### src/design/eag_consts.svh
// constants for the effective address generator
`ifndef EAG_CONSTS_SVH
`define EAG_CONSTS_SVH
`define EAG_PC_W 19
`define EAG_TGT_W 18
`define EAG_DADDR_W 16
`define EAG_SFR_BASE 16'h3F00
`define EAG_RAM_BASE 16'h0000
`endif

### src/design/eag_pkg.sv
// types for the effective address generator
package eag_pkg;
  typedef enum logic [3:0] {
    EAG_REG_DIRECT, EAG_IMMEDIATE, EAG_REG_IND, EAG_REG_REL8,
    EAG_REG_REL16, EAG_PC_REL, EAG_SP_REL, EAG_ABS, EAG_RAM_SHORT,
    EAG_IO_SHORT, EAG_HANDY, EAG_ABS18
  } eag_mode_t;
  typedef enum logic [2:0] {
    EAG_W4, EAG_W7, EAG_W8, EAG_W11, EAG_W12, EAG_W16
  } eag_width_t;
  typedef enum logic [1:0] {
    EAG_OP_ALU, EAG_OP_BYTE_COPY, EAG_OP_WORD_COPY, EAG_OP_BRANCH
  } eag_op_t;
  typedef enum logic [2:0] {
    EAG_SEL_DATA, EAG_SEL_PAIR, EAG_SEL_APTR, EAG_SEL_SP, EAG_SEL_FLAG
  } eag_regsel_t;
endpackage

### src/design/eag_ext_if.sv
// displacement extension request and result
interface eag_ext_if;
  import eag_pkg::*;
  logic [15:0] raw;
  eag_width_t width;
  logic [17:0] sext;
  logic [15:0] zext;
  modport client (output raw, output width, input sext, input zext);
  modport server (input raw, input width, output sext, output zext);
endinterface

### src/design/eag_ext.sv
// sign and zero extension of instruction fields
module eag_ext
  import eag_pkg::*;
(
  eag_ext_if.server ext
);
  always_comb begin
    ext.sext = 18'h00000;
    ext.zext = 16'h0000;
    unique case (ext.width)
      EAG_W4: begin
        ext.sext = {{14{ext.raw[3]}}, ext.raw[3:0]};
        ext.zext = {12'h000, ext.raw[3:0]};
      end
      EAG_W7: begin
        ext.sext = {{11{ext.raw[6]}}, ext.raw[6:0]};
        ext.zext = {9'h000, ext.raw[6:0]};
      end
      EAG_W8: begin
        ext.sext = {{10{ext.raw[7]}}, ext.raw[7:0]};
        ext.zext = {8'h00, ext.raw[7:0]};
      end
      EAG_W11: begin
        ext.sext = {{7{ext.raw[10]}}, ext.raw[10:0]};
        ext.zext = {5'h00, ext.raw[10:0]};
      end
      EAG_W12: begin
        ext.sext = {{6{ext.raw[11]}}, ext.raw[11:0]};
        ext.zext = {4'h0, ext.raw[11:0]};
      end
      EAG_W16: begin
        ext.sext = {{2{ext.raw[15]}}, ext.raw};
        ext.zext = ext.raw;
      end
      default: begin
        ext.sext = 18'h00000;
        ext.zext = 16'h0000;
      end
    endcase
  end
endmodule

### src/design/eag_top.sv
// effective address generator datapath
`include "eag_consts.svh"
module eag_top
  import eag_pkg::*;
#(
  parameter int DAW = `EAG_DADDR_W
)
(
  // clock and reset
  input wire logic core_clk,
  input wire logic rst_b,
  input wire logic clk_en,
  // request from decoder
  input wire logic req_valid,
  input wire eag_mode_t req_mode,
  input wire eag_width_t req_width,
  input wire eag_op_t req_op,
  input wire eag_regsel_t req_regsel,
  input wire logic [1:0] req_regnum,
  input wire logic [15:0] req_field,
  input wire logic req_word,
  // core register values
  input wire logic [15:0] addr_ptr_reg0,
  input wire logic [15:0] addr_ptr_reg1,
  input wire logic [15:0] stack_top_ptr,
  input wire logic [18:0] prog_counter,
  // data address result
  output logic mem_valid,
  output logic [DAW-1:0] mem_addr,
  output logic mem_word,
  output logic mem_second,
  // branch target
  output logic tgt_valid,
  output logic [18:0] tgt_addr,
  // operand result
  output logic opnd_valid,
  output logic [15:0] opnd_imm,
  output logic opnd_is_reg,
  output eag_regsel_t opnd_regsel,
  output logic [1:0] opnd_regnum,
  // illegal combination
  output logic mode_err
);
  eag_ext_if ext ();
  logic [15:0] reused_addr_r;
  logic [DAW-1:0] daddr;
  logic [15:0] ptr;
  logic [18:0] tgt;
  logic is_mem, is_tgt, is_opnd, illegal;
  logic word_pend_r;
  logic [DAW-1:0] word_addr_r;

  eag_ext u_ext (.ext(ext.server));

  assign ext.raw = req_field;
  assign ext.width = req_width;
  assign ptr = req_regnum[0] ? addr_ptr_reg1 : addr_ptr_reg0;

  // address formation
  always_comb begin
    daddr = '0;
    tgt = '0;
    is_mem = 1'b0;
    is_tgt = 1'b0;
    is_opnd = 1'b0;
    unique case (req_mode)
      EAG_REG_DIRECT, EAG_IMMEDIATE: is_opnd = 1'b1;
      EAG_REG_IND: begin
        daddr = DAW'(ptr);
        is_mem = 1'b1;
      end
      EAG_REG_REL8: begin
        // mode fixes the width, sign-extended
        daddr = DAW'(ptr + {{8{req_field[7]}}, req_field[7:0]});
        is_mem = 1'b1;
      end
      EAG_REG_REL16: begin
        daddr = DAW'(ptr + req_field);
        is_mem = 1'b1;
      end
      EAG_SP_REL: begin
        daddr = DAW'(stack_top_ptr + ext.sext[15:0]);
        is_mem = 1'b1;
      end
      EAG_ABS: begin
        daddr = DAW'(ext.zext);
        is_mem = 1'b1;
      end
      EAG_RAM_SHORT: begin
        daddr = DAW'(`EAG_RAM_BASE | {8'h00, req_field[7:0]});
        is_mem = 1'b1;
      end
      EAG_IO_SHORT: begin
        daddr = DAW'(`EAG_SFR_BASE + {8'h00, req_field[7:0]});
        is_mem = 1'b1;
      end
      EAG_HANDY: begin
        daddr = DAW'(reused_addr_r);
        is_mem = 1'b1;
      end
      EAG_PC_REL: begin
        // displacement counts nibbles, so it adds to the 19-bit pc
        tgt = prog_counter + {ext.sext[17], ext.sext};
        is_tgt = 1'b1;
      end
      EAG_ABS18: begin
        tgt = {2'h0, req_field, 1'b0};
        is_tgt = 1'b1;
      end
      default: ;
    endcase
  end

  // legality of mode against the instruction kind
  always_comb begin
    illegal = 1'b0;
    if (is_tgt && req_op != EAG_OP_BRANCH) illegal = 1'b1;
    if (req_mode == EAG_HANDY && req_op != EAG_OP_BYTE_COPY &&
        req_op != EAG_OP_WORD_COPY) illegal = 1'b1;
    if (is_mem && req_op == EAG_OP_ALU) illegal = 1'b1;
    if (req_mode == EAG_REG_DIRECT && req_regsel == EAG_SEL_FLAG &&
        req_regnum != 2'h0) illegal = 1'b1;
  end

  // reused address tracks every data access except a word's second beat
  always_ff @(posedge core_clk or negedge rst_b) begin
    if (!rst_b) begin
      reused_addr_r <= 16'h0000;
    end else if (clk_en && req_valid && is_mem && !illegal &&
                 !word_pend_r) begin
      reused_addr_r <= 16'(daddr);
    end
  end

  // word access split into two byte beats, any alignment
  always_ff @(posedge core_clk or negedge rst_b) begin
    if (!rst_b) begin
      word_pend_r <= 1'b0;
      word_addr_r <= '0;
    end else if (clk_en) begin
      if (word_pend_r) begin
        word_pend_r <= 1'b0;
      end else if (req_valid && is_mem && !illegal && req_word) begin
        word_pend_r <= 1'b1;
        word_addr_r <= DAW'(daddr + DAW'(1));
      end
    end
  end

  // data address outputs
  always_ff @(posedge core_clk or negedge rst_b) begin
    if (!rst_b) begin
      mem_valid <= 1'b0;
      mem_addr <= '0;
      mem_word <= 1'b0;
      mem_second <= 1'b0;
    end else if (clk_en) begin
      if (word_pend_r) begin
        mem_valid <= 1'b1;
        mem_addr <= word_addr_r;
        mem_word <= 1'b1;
        mem_second <= 1'b1;
      end else begin
        mem_valid <= req_valid && is_mem && !illegal;
        mem_addr <= daddr;
        mem_word <= req_word;
        mem_second <= 1'b0;
      end
    end
  end

  // branch target outputs
  always_ff @(posedge core_clk or negedge rst_b) begin
    if (!rst_b) begin
      tgt_valid <= 1'b0;
      tgt_addr <= 19'h00000;
    end else if (clk_en) begin
      tgt_valid <= req_valid && is_tgt && !illegal && !word_pend_r;
      tgt_addr <= tgt;
    end
  end

  // operand outputs
  always_ff @(posedge core_clk or negedge rst_b) begin
    if (!rst_b) begin
      opnd_valid <= 1'b0;
      opnd_imm <= 16'h0000;
      opnd_is_reg <= 1'b0;
      opnd_regsel <= EAG_SEL_DATA;
      opnd_regnum <= 2'h0;
      mode_err <= 1'b0;
    end else if (clk_en) begin
      opnd_valid <= req_valid && is_opnd && !illegal && !word_pend_r;
      opnd_imm <= ext.zext;
      opnd_is_reg <= req_mode == EAG_REG_DIRECT;
      opnd_regsel <= req_regsel;
      opnd_regnum <= req_regnum;
      mode_err <= req_valid && illegal && !word_pend_r;
    end
  end

  // checks
  a_indirect_addr: assert property (
    @(posedge core_clk) disable iff (!rst_b)
    clk_en && req_valid && req_mode == EAG_REG_IND && req_op != EAG_OP_ALU
    && !word_pend_r |=> mem_valid && mem_addr == $past(DAW'(ptr)))
    else $error("indirect address wrong");
  a_io_short: assert property (
    @(posedge core_clk) disable iff (!rst_b)
    clk_en && req_valid && req_mode == EAG_IO_SHORT && req_op != EAG_OP_ALU
    && !word_pend_r |=> mem_addr[15:8] == 8'h3F)
    else $error("io short base wrong");
  a_ram_short: assert property (
    @(posedge core_clk) disable iff (!rst_b)
    clk_en && req_valid && req_mode == EAG_RAM_SHORT && !word_pend_r
    |=> mem_addr[15:8] == 8'h00)
    else $error("ram short out of page");
  a_branch_only: assert property (
    @(posedge core_clk) disable iff (!rst_b)
    clk_en && req_valid && req_mode == EAG_PC_REL && req_op != EAG_OP_BRANCH
    && !word_pend_r |=> !tgt_valid && mode_err)
    else $error("pc relative outside branch");
  a_alu_no_mem: assert property (
    @(posedge core_clk) disable iff (!rst_b)
    mem_valid && !mem_second && $past(clk_en)
    |-> $past(req_op) != EAG_OP_ALU)
    else $error("alu used memory mode");
  a_handy_reuse: assert property (
    @(posedge core_clk) disable iff (!rst_b)
    mem_valid && !mem_second && !req_valid ##1 clk_en && req_valid
    && req_mode == EAG_HANDY && req_op != EAG_OP_ALU
    && req_op != EAG_OP_BRANCH && !word_pend_r
    |=> mem_addr == $past(mem_addr, 2))
    else $error("handy address not reused");
  a_word_split: assert property (
    @(posedge core_clk) disable iff (!rst_b)
    clk_en && mem_valid && mem_word && !mem_second
    |=> mem_valid && mem_second && mem_addr == DAW'($past(mem_addr) + 1))
    else $error("word second byte wrong");
  a_pc_rel_tgt: assert property (
    @(posedge core_clk) disable iff (!rst_b)
    clk_en && req_valid && req_mode == EAG_PC_REL && req_width == EAG_W4
    && req_op == EAG_OP_BRANCH && !word_pend_r
    |=> tgt_addr == 19'($past(prog_counter) + {{15{$past(req_field[3])}},
    $past(req_field[3:0])}))
    else $error("pc relative target wrong");
  a_reg_rel8: assert property (
    @(posedge core_clk) disable iff (!rst_b)
    clk_en && req_valid && req_mode == EAG_REG_REL8 && req_op != EAG_OP_ALU
    && !word_pend_r |=> mem_valid && 16'(mem_addr - $past(ptr)) ==
    {{8{$past(req_field[7])}}, $past(req_field[7:0])})
    else $error("short relative address wrong");
  a_reg_rel16: assert property (
    @(posedge core_clk) disable iff (!rst_b)
    clk_en && req_valid && req_mode == EAG_REG_REL16 && req_op != EAG_OP_ALU
    && !word_pend_r
    |=> mem_valid && mem_addr == DAW'($past(ptr) + $past(req_field)))
    else $error("long relative address wrong");
  a_stack_rel: assert property (
    @(posedge core_clk) disable iff (!rst_b)
    clk_en && req_valid && req_mode == EAG_SP_REL && req_width == EAG_W4
    && req_op != EAG_OP_ALU && !word_pend_r
    |=> mem_valid && 16'(mem_addr - $past(stack_top_ptr)) ==
    {{12{$past(req_field[3])}}, $past(req_field[3:0])})
    else $error("stack relative address wrong");
  a_abs18_tgt: assert property (
    @(posedge core_clk) disable iff (!rst_b)
    clk_en && req_valid && req_mode == EAG_ABS18 && req_op == EAG_OP_BRANCH
    && !word_pend_r
    |=> tgt_valid && tgt_addr == {2'h0, $past(req_field), 1'b0})
    else $error("long absolute target wrong");
  a_abs18_branch: assert property (
    @(posedge core_clk) disable iff (!rst_b)
    clk_en && req_valid && req_mode == EAG_ABS18 && req_op != EAG_OP_BRANCH
    && !word_pend_r |=> !tgt_valid && mode_err)
    else $error("long absolute outside branch");
  a_handy_copy: assert property (
    @(posedge core_clk) disable iff (!rst_b)
    clk_en && req_valid && req_mode == EAG_HANDY && !word_pend_r
    && (req_op == EAG_OP_ALU || req_op == EAG_OP_BRANCH)
    |=> !mem_valid && mode_err)
    else $error("handy used outside copy");
  a_flag_regnum: assert property (
    @(posedge core_clk) disable iff (!rst_b)
    clk_en && req_valid && req_mode == EAG_REG_DIRECT
    && req_regsel == EAG_SEL_FLAG && req_regnum != 2'h0 && !word_pend_r
    |=> !opnd_valid && mode_err)
    else $error("bad flag word select accepted");
  a_imm_value: assert property (
    @(posedge core_clk) disable iff (!rst_b)
    clk_en && req_valid && req_mode == EAG_IMMEDIATE && req_width == EAG_W4
    && !word_pend_r |=> opnd_valid && !opnd_is_reg
    && opnd_imm == {12'h000, $past(req_field[3:0])})
    else $error("immediate value wrong");
  a_refused_beat: assert property (
    @(posedge core_clk) disable iff (!rst_b)
    clk_en && word_pend_r |=> mem_valid && mem_second && !tgt_valid
    && !opnd_valid && !mode_err && $stable(reused_addr_r))
    else $error("request taken during second beat");
  a_reused_track: assert property (
    @(posedge core_clk) disable iff (!rst_b)
    clk_en && req_valid && is_mem && !illegal && !word_pend_r
    |=> reused_addr_r == 16'(mem_addr))
    else $error("reused address not updated");
  a_pc_rel_long: assert property (
    @(posedge core_clk) disable iff (!rst_b)
    clk_en && req_valid && req_mode == EAG_PC_REL && req_width == EAG_W16
    && req_op == EAG_OP_BRANCH && !word_pend_r
    |=> tgt_valid && tgt_addr == 19'($past(prog_counter)
    + {{3{$past(req_field[15])}}, $past(req_field)}))
    else $error("long pc relative target wrong");
endmodule

### config.mk
export PLATFORM = sky130hd
export DESIGN_NAME = eag_top
export DESIGN_NICKNAME = d
export VERILOG_FILES = /design/src/design/eag_pkg.sv /design/src/design/eag_ext_if.sv /design/src/design/eag_ext.sv /design/src/design/eag_top.sv
export VERILOG_INCLUDE_DIRS = /design/src /design/src/design
export SDC_FILE = /design/constraint.sdc
export NUM_CORES = 1
export LEC_CHECK = 0
export BUFFER_PORTS_ARGS = -buffer_cell sky130_fd_sc_hd__buf_2
export CORE_MARGIN = 5
export CORE_UTILIZATION = 45
export DETAILED_ROUTE_END_ITERATION = 8
export GPL_TIMING_DRIVEN = 0
export PLACE_DENSITY = 0.7
export SYNTH_ARGS = -nofsm -noshare
export SYNTH_HDL_FRONTEND = slang
export SYNTH_SLANG_ARGS = --single-unit
### constraint.sdc
create_clock -name core_clk -period 2.61 [get_ports core_clk]
set_clock_uncertainty 0.2 [all_clocks]
set_input_delay 0.6525 -clock core_clk [delete_from_list [all_inputs] [get_ports core_clk]]
set_output_delay 0.6525 -clock core_clk [all_outputs]
set_load 0.01 [all_outputs]
==> flow_metrics.env <==
export IMPL_grt_pass1_vias=8544
export IMPL_synth_nets=1087
export IMPL_slew_viol_final=0
export IMPL_cts_sinks=96
export IMPL_hold_viol=0
export IMPL_grt_max_degree=50
export IMPL_powerDensity_mw_per_mm2=495
export IMPL_worstHoldPathType="primary input to asynchronous set/reset pin"
export IMPL_hpwl_um=20900
export IMPL_ys_ff_latch=96
export IMPL_path_clk_slew_ns=0.07
export IMPL_io_pins=165
export IMPL_slowest_delay_ns=0.53
export IMPL_track_usage=0.282
export IMPL_path_max_fanout=5
export IMPL_syn_avg_cell_area_sq_um=8.50
export IMPL_drtIter0Drc=735
export IMPL_postSynthCellCount=937
export IMPL_p_clk_frac=0.243
export IMPL_rsz0062_at_grt="yes"
export IMPL_postPlaceCellArea_sq_mm=0.00960
export IMPL_worstSetupPathType="primary input to register"
export IMPL_pre_cts_ws_ns=-2.51
export IMPL_utilization=0.692
export IMPL_p_comb_frac=0.443
export IMPL_maxCapViolCount=0
export IMPL_largest_reg_flops=19
export IMPL_cts_hold_buffers=0
export IMPL_layout_commonest_cell="buf_2"
export IMPL_antenna_found_initial=0
export IMPL_max_slew_margin=0.412
export IMPL_die_area_sq_mm=0.0205
export IMPL_max_flop_register="tgt_addr"
export IMPL_yosysTopAreaCell="dfrtp_1"
export IMPL_ctsHtreeMaxLevel=3
export IMPL_fin_ws_ns=-1.64
export IMPL_grt_remaining_overflow=0
export IMPL_cts_buffers=9
export IMPL_path_cells="buf_12, buf_12, buf_6, mux2_4, ha_4, a21o_4, a2111oi_4, xnor2_1, o211a_1, or2_4, nor2_4, or4b_4, or4b_4, or3_1, o211ai_1"
export IMPL_drive_above_1_share=0.472
export IMPL_mostFrequentLayoutCells="buf_2, dfrtp_1, nand2_1"
export IMPL_postSynth_asyncResetShare=1.00
export IMPL_fin_area_sq_mm=0.0120
export IMPL_ys_seq_area_frac=0.302
export IMPL_clock_path_buffers=2
export IMPL_crit_path_end_kind="register"
export IMPL_synth_top_area_frac=0.302
export IMPL_num_rows=48
export IMPL_ant_nets=0
export IMPL_violations="setup timing"
export IMPL_crit_arrival_ns=4.34
export IMPL_die_h_um=143
export IMPL_clockRootBuffer="clkbuf_16"
export IMPL_period_share=1.63
export IMPL_period_needed_ns=4.25
export IMPL_switching_share=0.362
export IMPL_core_area_sq_mm=0.0174
export IMPL_fin_nets=1367
export IMPL_crit_buf_inv=3
export IMPL_synth_flop_cell="dfrtp_1"
export IMPL_power_frac_seq=0.314
export IMPL_drc=0
export IMPL_clk_latency_ns=0.36
export IMPL_wire_per_inst_um=21.1
export IMPL_vdd_ir_drop_max_mv=0.361
export IMPL_tightest_slew_ns=0.882
export IMPL_setup_violations=61
export IMPL_run_status="complete, but fails checks"
export IMPL_die_w_um=143
export IMPL_intPower_mw=3.79
export IMPL_gp_congestion=0.938
export IMPL_start_util=0.459
export IMPL_antenna_cells=0
export IMPL_syn_area_sq_mm=0.00797
export IMPL_synthToLayoutAreaGrowth_pct=50.8
export IMPL_total_leakage_power_nw=5.34
export IMPL_grt_pass1_wl_um=45400
export IMPL_crit_family="simple AND/OR/NAND/NOR gates"
export IMPL_cts_tree="done"
export IMPL_worst_setup_path_start_kind="primary input"
export IMPL_cp_slowest_cell="or4b_4"
export IMPL_synth_area_leaders="dfrtp_1, mux2_2, ha_1, o21ai_0, a21oi_1"
export IMPL_clock_fmax_mhz=235
export IMPL_ys_warn_count=0
export IMPL_vias_per_cell=6.04
export IMPL_io_buffers=161
export IMPL_num_vias=8737
export IMPL_netSwitchingPower_mw=2.15
export IMPL_synth_edf_count=0
export IMPL_yosysUniqueCellTypes=84
export IMPL_wirelength_um=30600
export IMPL_dr_pass1_iters=7
export IMPL_cp_required_ns=2.70
[cell type report]
| type | instances | area [sq um] |
|---|---|---|
| clock inverter | 5 | 61.3 |
| inverter | 40 | 150 |
| multi-input combinational | 755 | 6580 |
| timing repair buffer | 273 | 1920 |
| fill | 1323 | 5350 |
| sequential | 96 | 2400 |
| buffer | 42 | 360 |
| clock buffer | 11 | 253 |
| tap | 225 | 282 |
[repair_timing]
item / in CTS / in global routing
setup buffers: 80 / 35
pin swaps: 69 / 59
gates cloned: 2 / 2
resized for setup: 193 / 105
setup endpoints to repair: 67 / 71
[power by group through the flow]
| stage | Sequential, mW | Clock [mW] | Combinational (mW) |
|---|---|---|---|
| 2_1_floorplan | 1.90 | 0 | 1.29 |
| 3_3_place_gp | 1.87 | 0 | 1.86 |
| 3_5_place_dp | 1.87 | 0 | 1.90 |
| 4_1_cts | 1.85 | 1.45 | 2.33 |
| 5_1_grt | 1.89 | 1.51 | 2.83 |
| 6_report | 1.87 | 1.44 | 2.63 |
[per-stage QoR]
| stage | power [mW] | hold slack (ns) | std cells | TNS [ns] |
|---|---|---|---|---|
| after floorplan | 3.19 | 0.157 | 937 | -37.68 |
| after global placement | 3.73 | 0.263 | 1323 | -105.66 |
| after detailed placement | 3.77 | 0.270 | 1324 | -74.40 |
| after CTS | 5.63 | 0.133 | 1419 | -32.11 |
| after global routing | 6.23 | 0.176 | 1447 | -44.77 |
| final | 5.94 | 0.116 | 1447 | -39.04 |
[cell usage after synthesis (all sizes together), types with 13 or more instances]
cell type / number
inv: 40
o21ai: 78
a22oi: 16
xor2: 13
mux2: 52
a21o: 19
ha: 45
clkbuf: 32
nor2: 82
nor3: 15
a31oi: 14
buf: 14
a211oi: 15
nand2: 89
nand3: 22
dfrtp: 96
and2: 16
a21oi: 71
xnor2: 24
[routing by layer]
layer | up-vias | share of wire | GRT usage
li1 | 4013 | - | -
met1 | 4276 | 0.42 | 0.374
met3 | 84 | 0.067 | 0.0388
met2 | 364 | 0.47 | 0.455
met5 | - | 0 | 0
met4 | 0 | 0.046 | 0.139
[path summary, 6_finish.rpt]
path / slack (ns) / start / endpoint / depth (start not counted)
worst min-delay path: 0.12 / rst_b / mem_addr[13]$_DFFE_PN0P_ / 1
min in group core_clk: 0.29 / word_addr_r[8]$_DFFE_PN0P_ / word_addr_r[8]$_DFFE_PN0P_ / 2
max in group asynchronous: 1.39 / rst_b / tgt_addr[4]$_DFFE_PN0P_ / 2
worst min register to register: 0.29 / word_addr_r[8]$_DFFE_PN0P_ / word_addr_r[8]$_DFFE_PN0P_ / 2
worst max register to register: -0.37 / reused_addr_r[5]$_DFFE_PN0P_ / word_addr_r[14]$_DFFE_PN0P_ / 9
worst max-delay path: -1.64 / req_regnum[0] / word_addr_r[14]$_DFFE_PN0P_ / 15
[cell families after synthesis]
group | share of synthesized area
AOI/OAI and AO/OA | 0.257
buffers and inverters | 0.0424
adders and majority gates | 0.0782
muxes | 0.0886
and+or+nand+nor | 0.191
xor gates and xnor gates | 0.0407
DFF | 0.302
No activity file was read; power rests on OpenSTA's default activity.
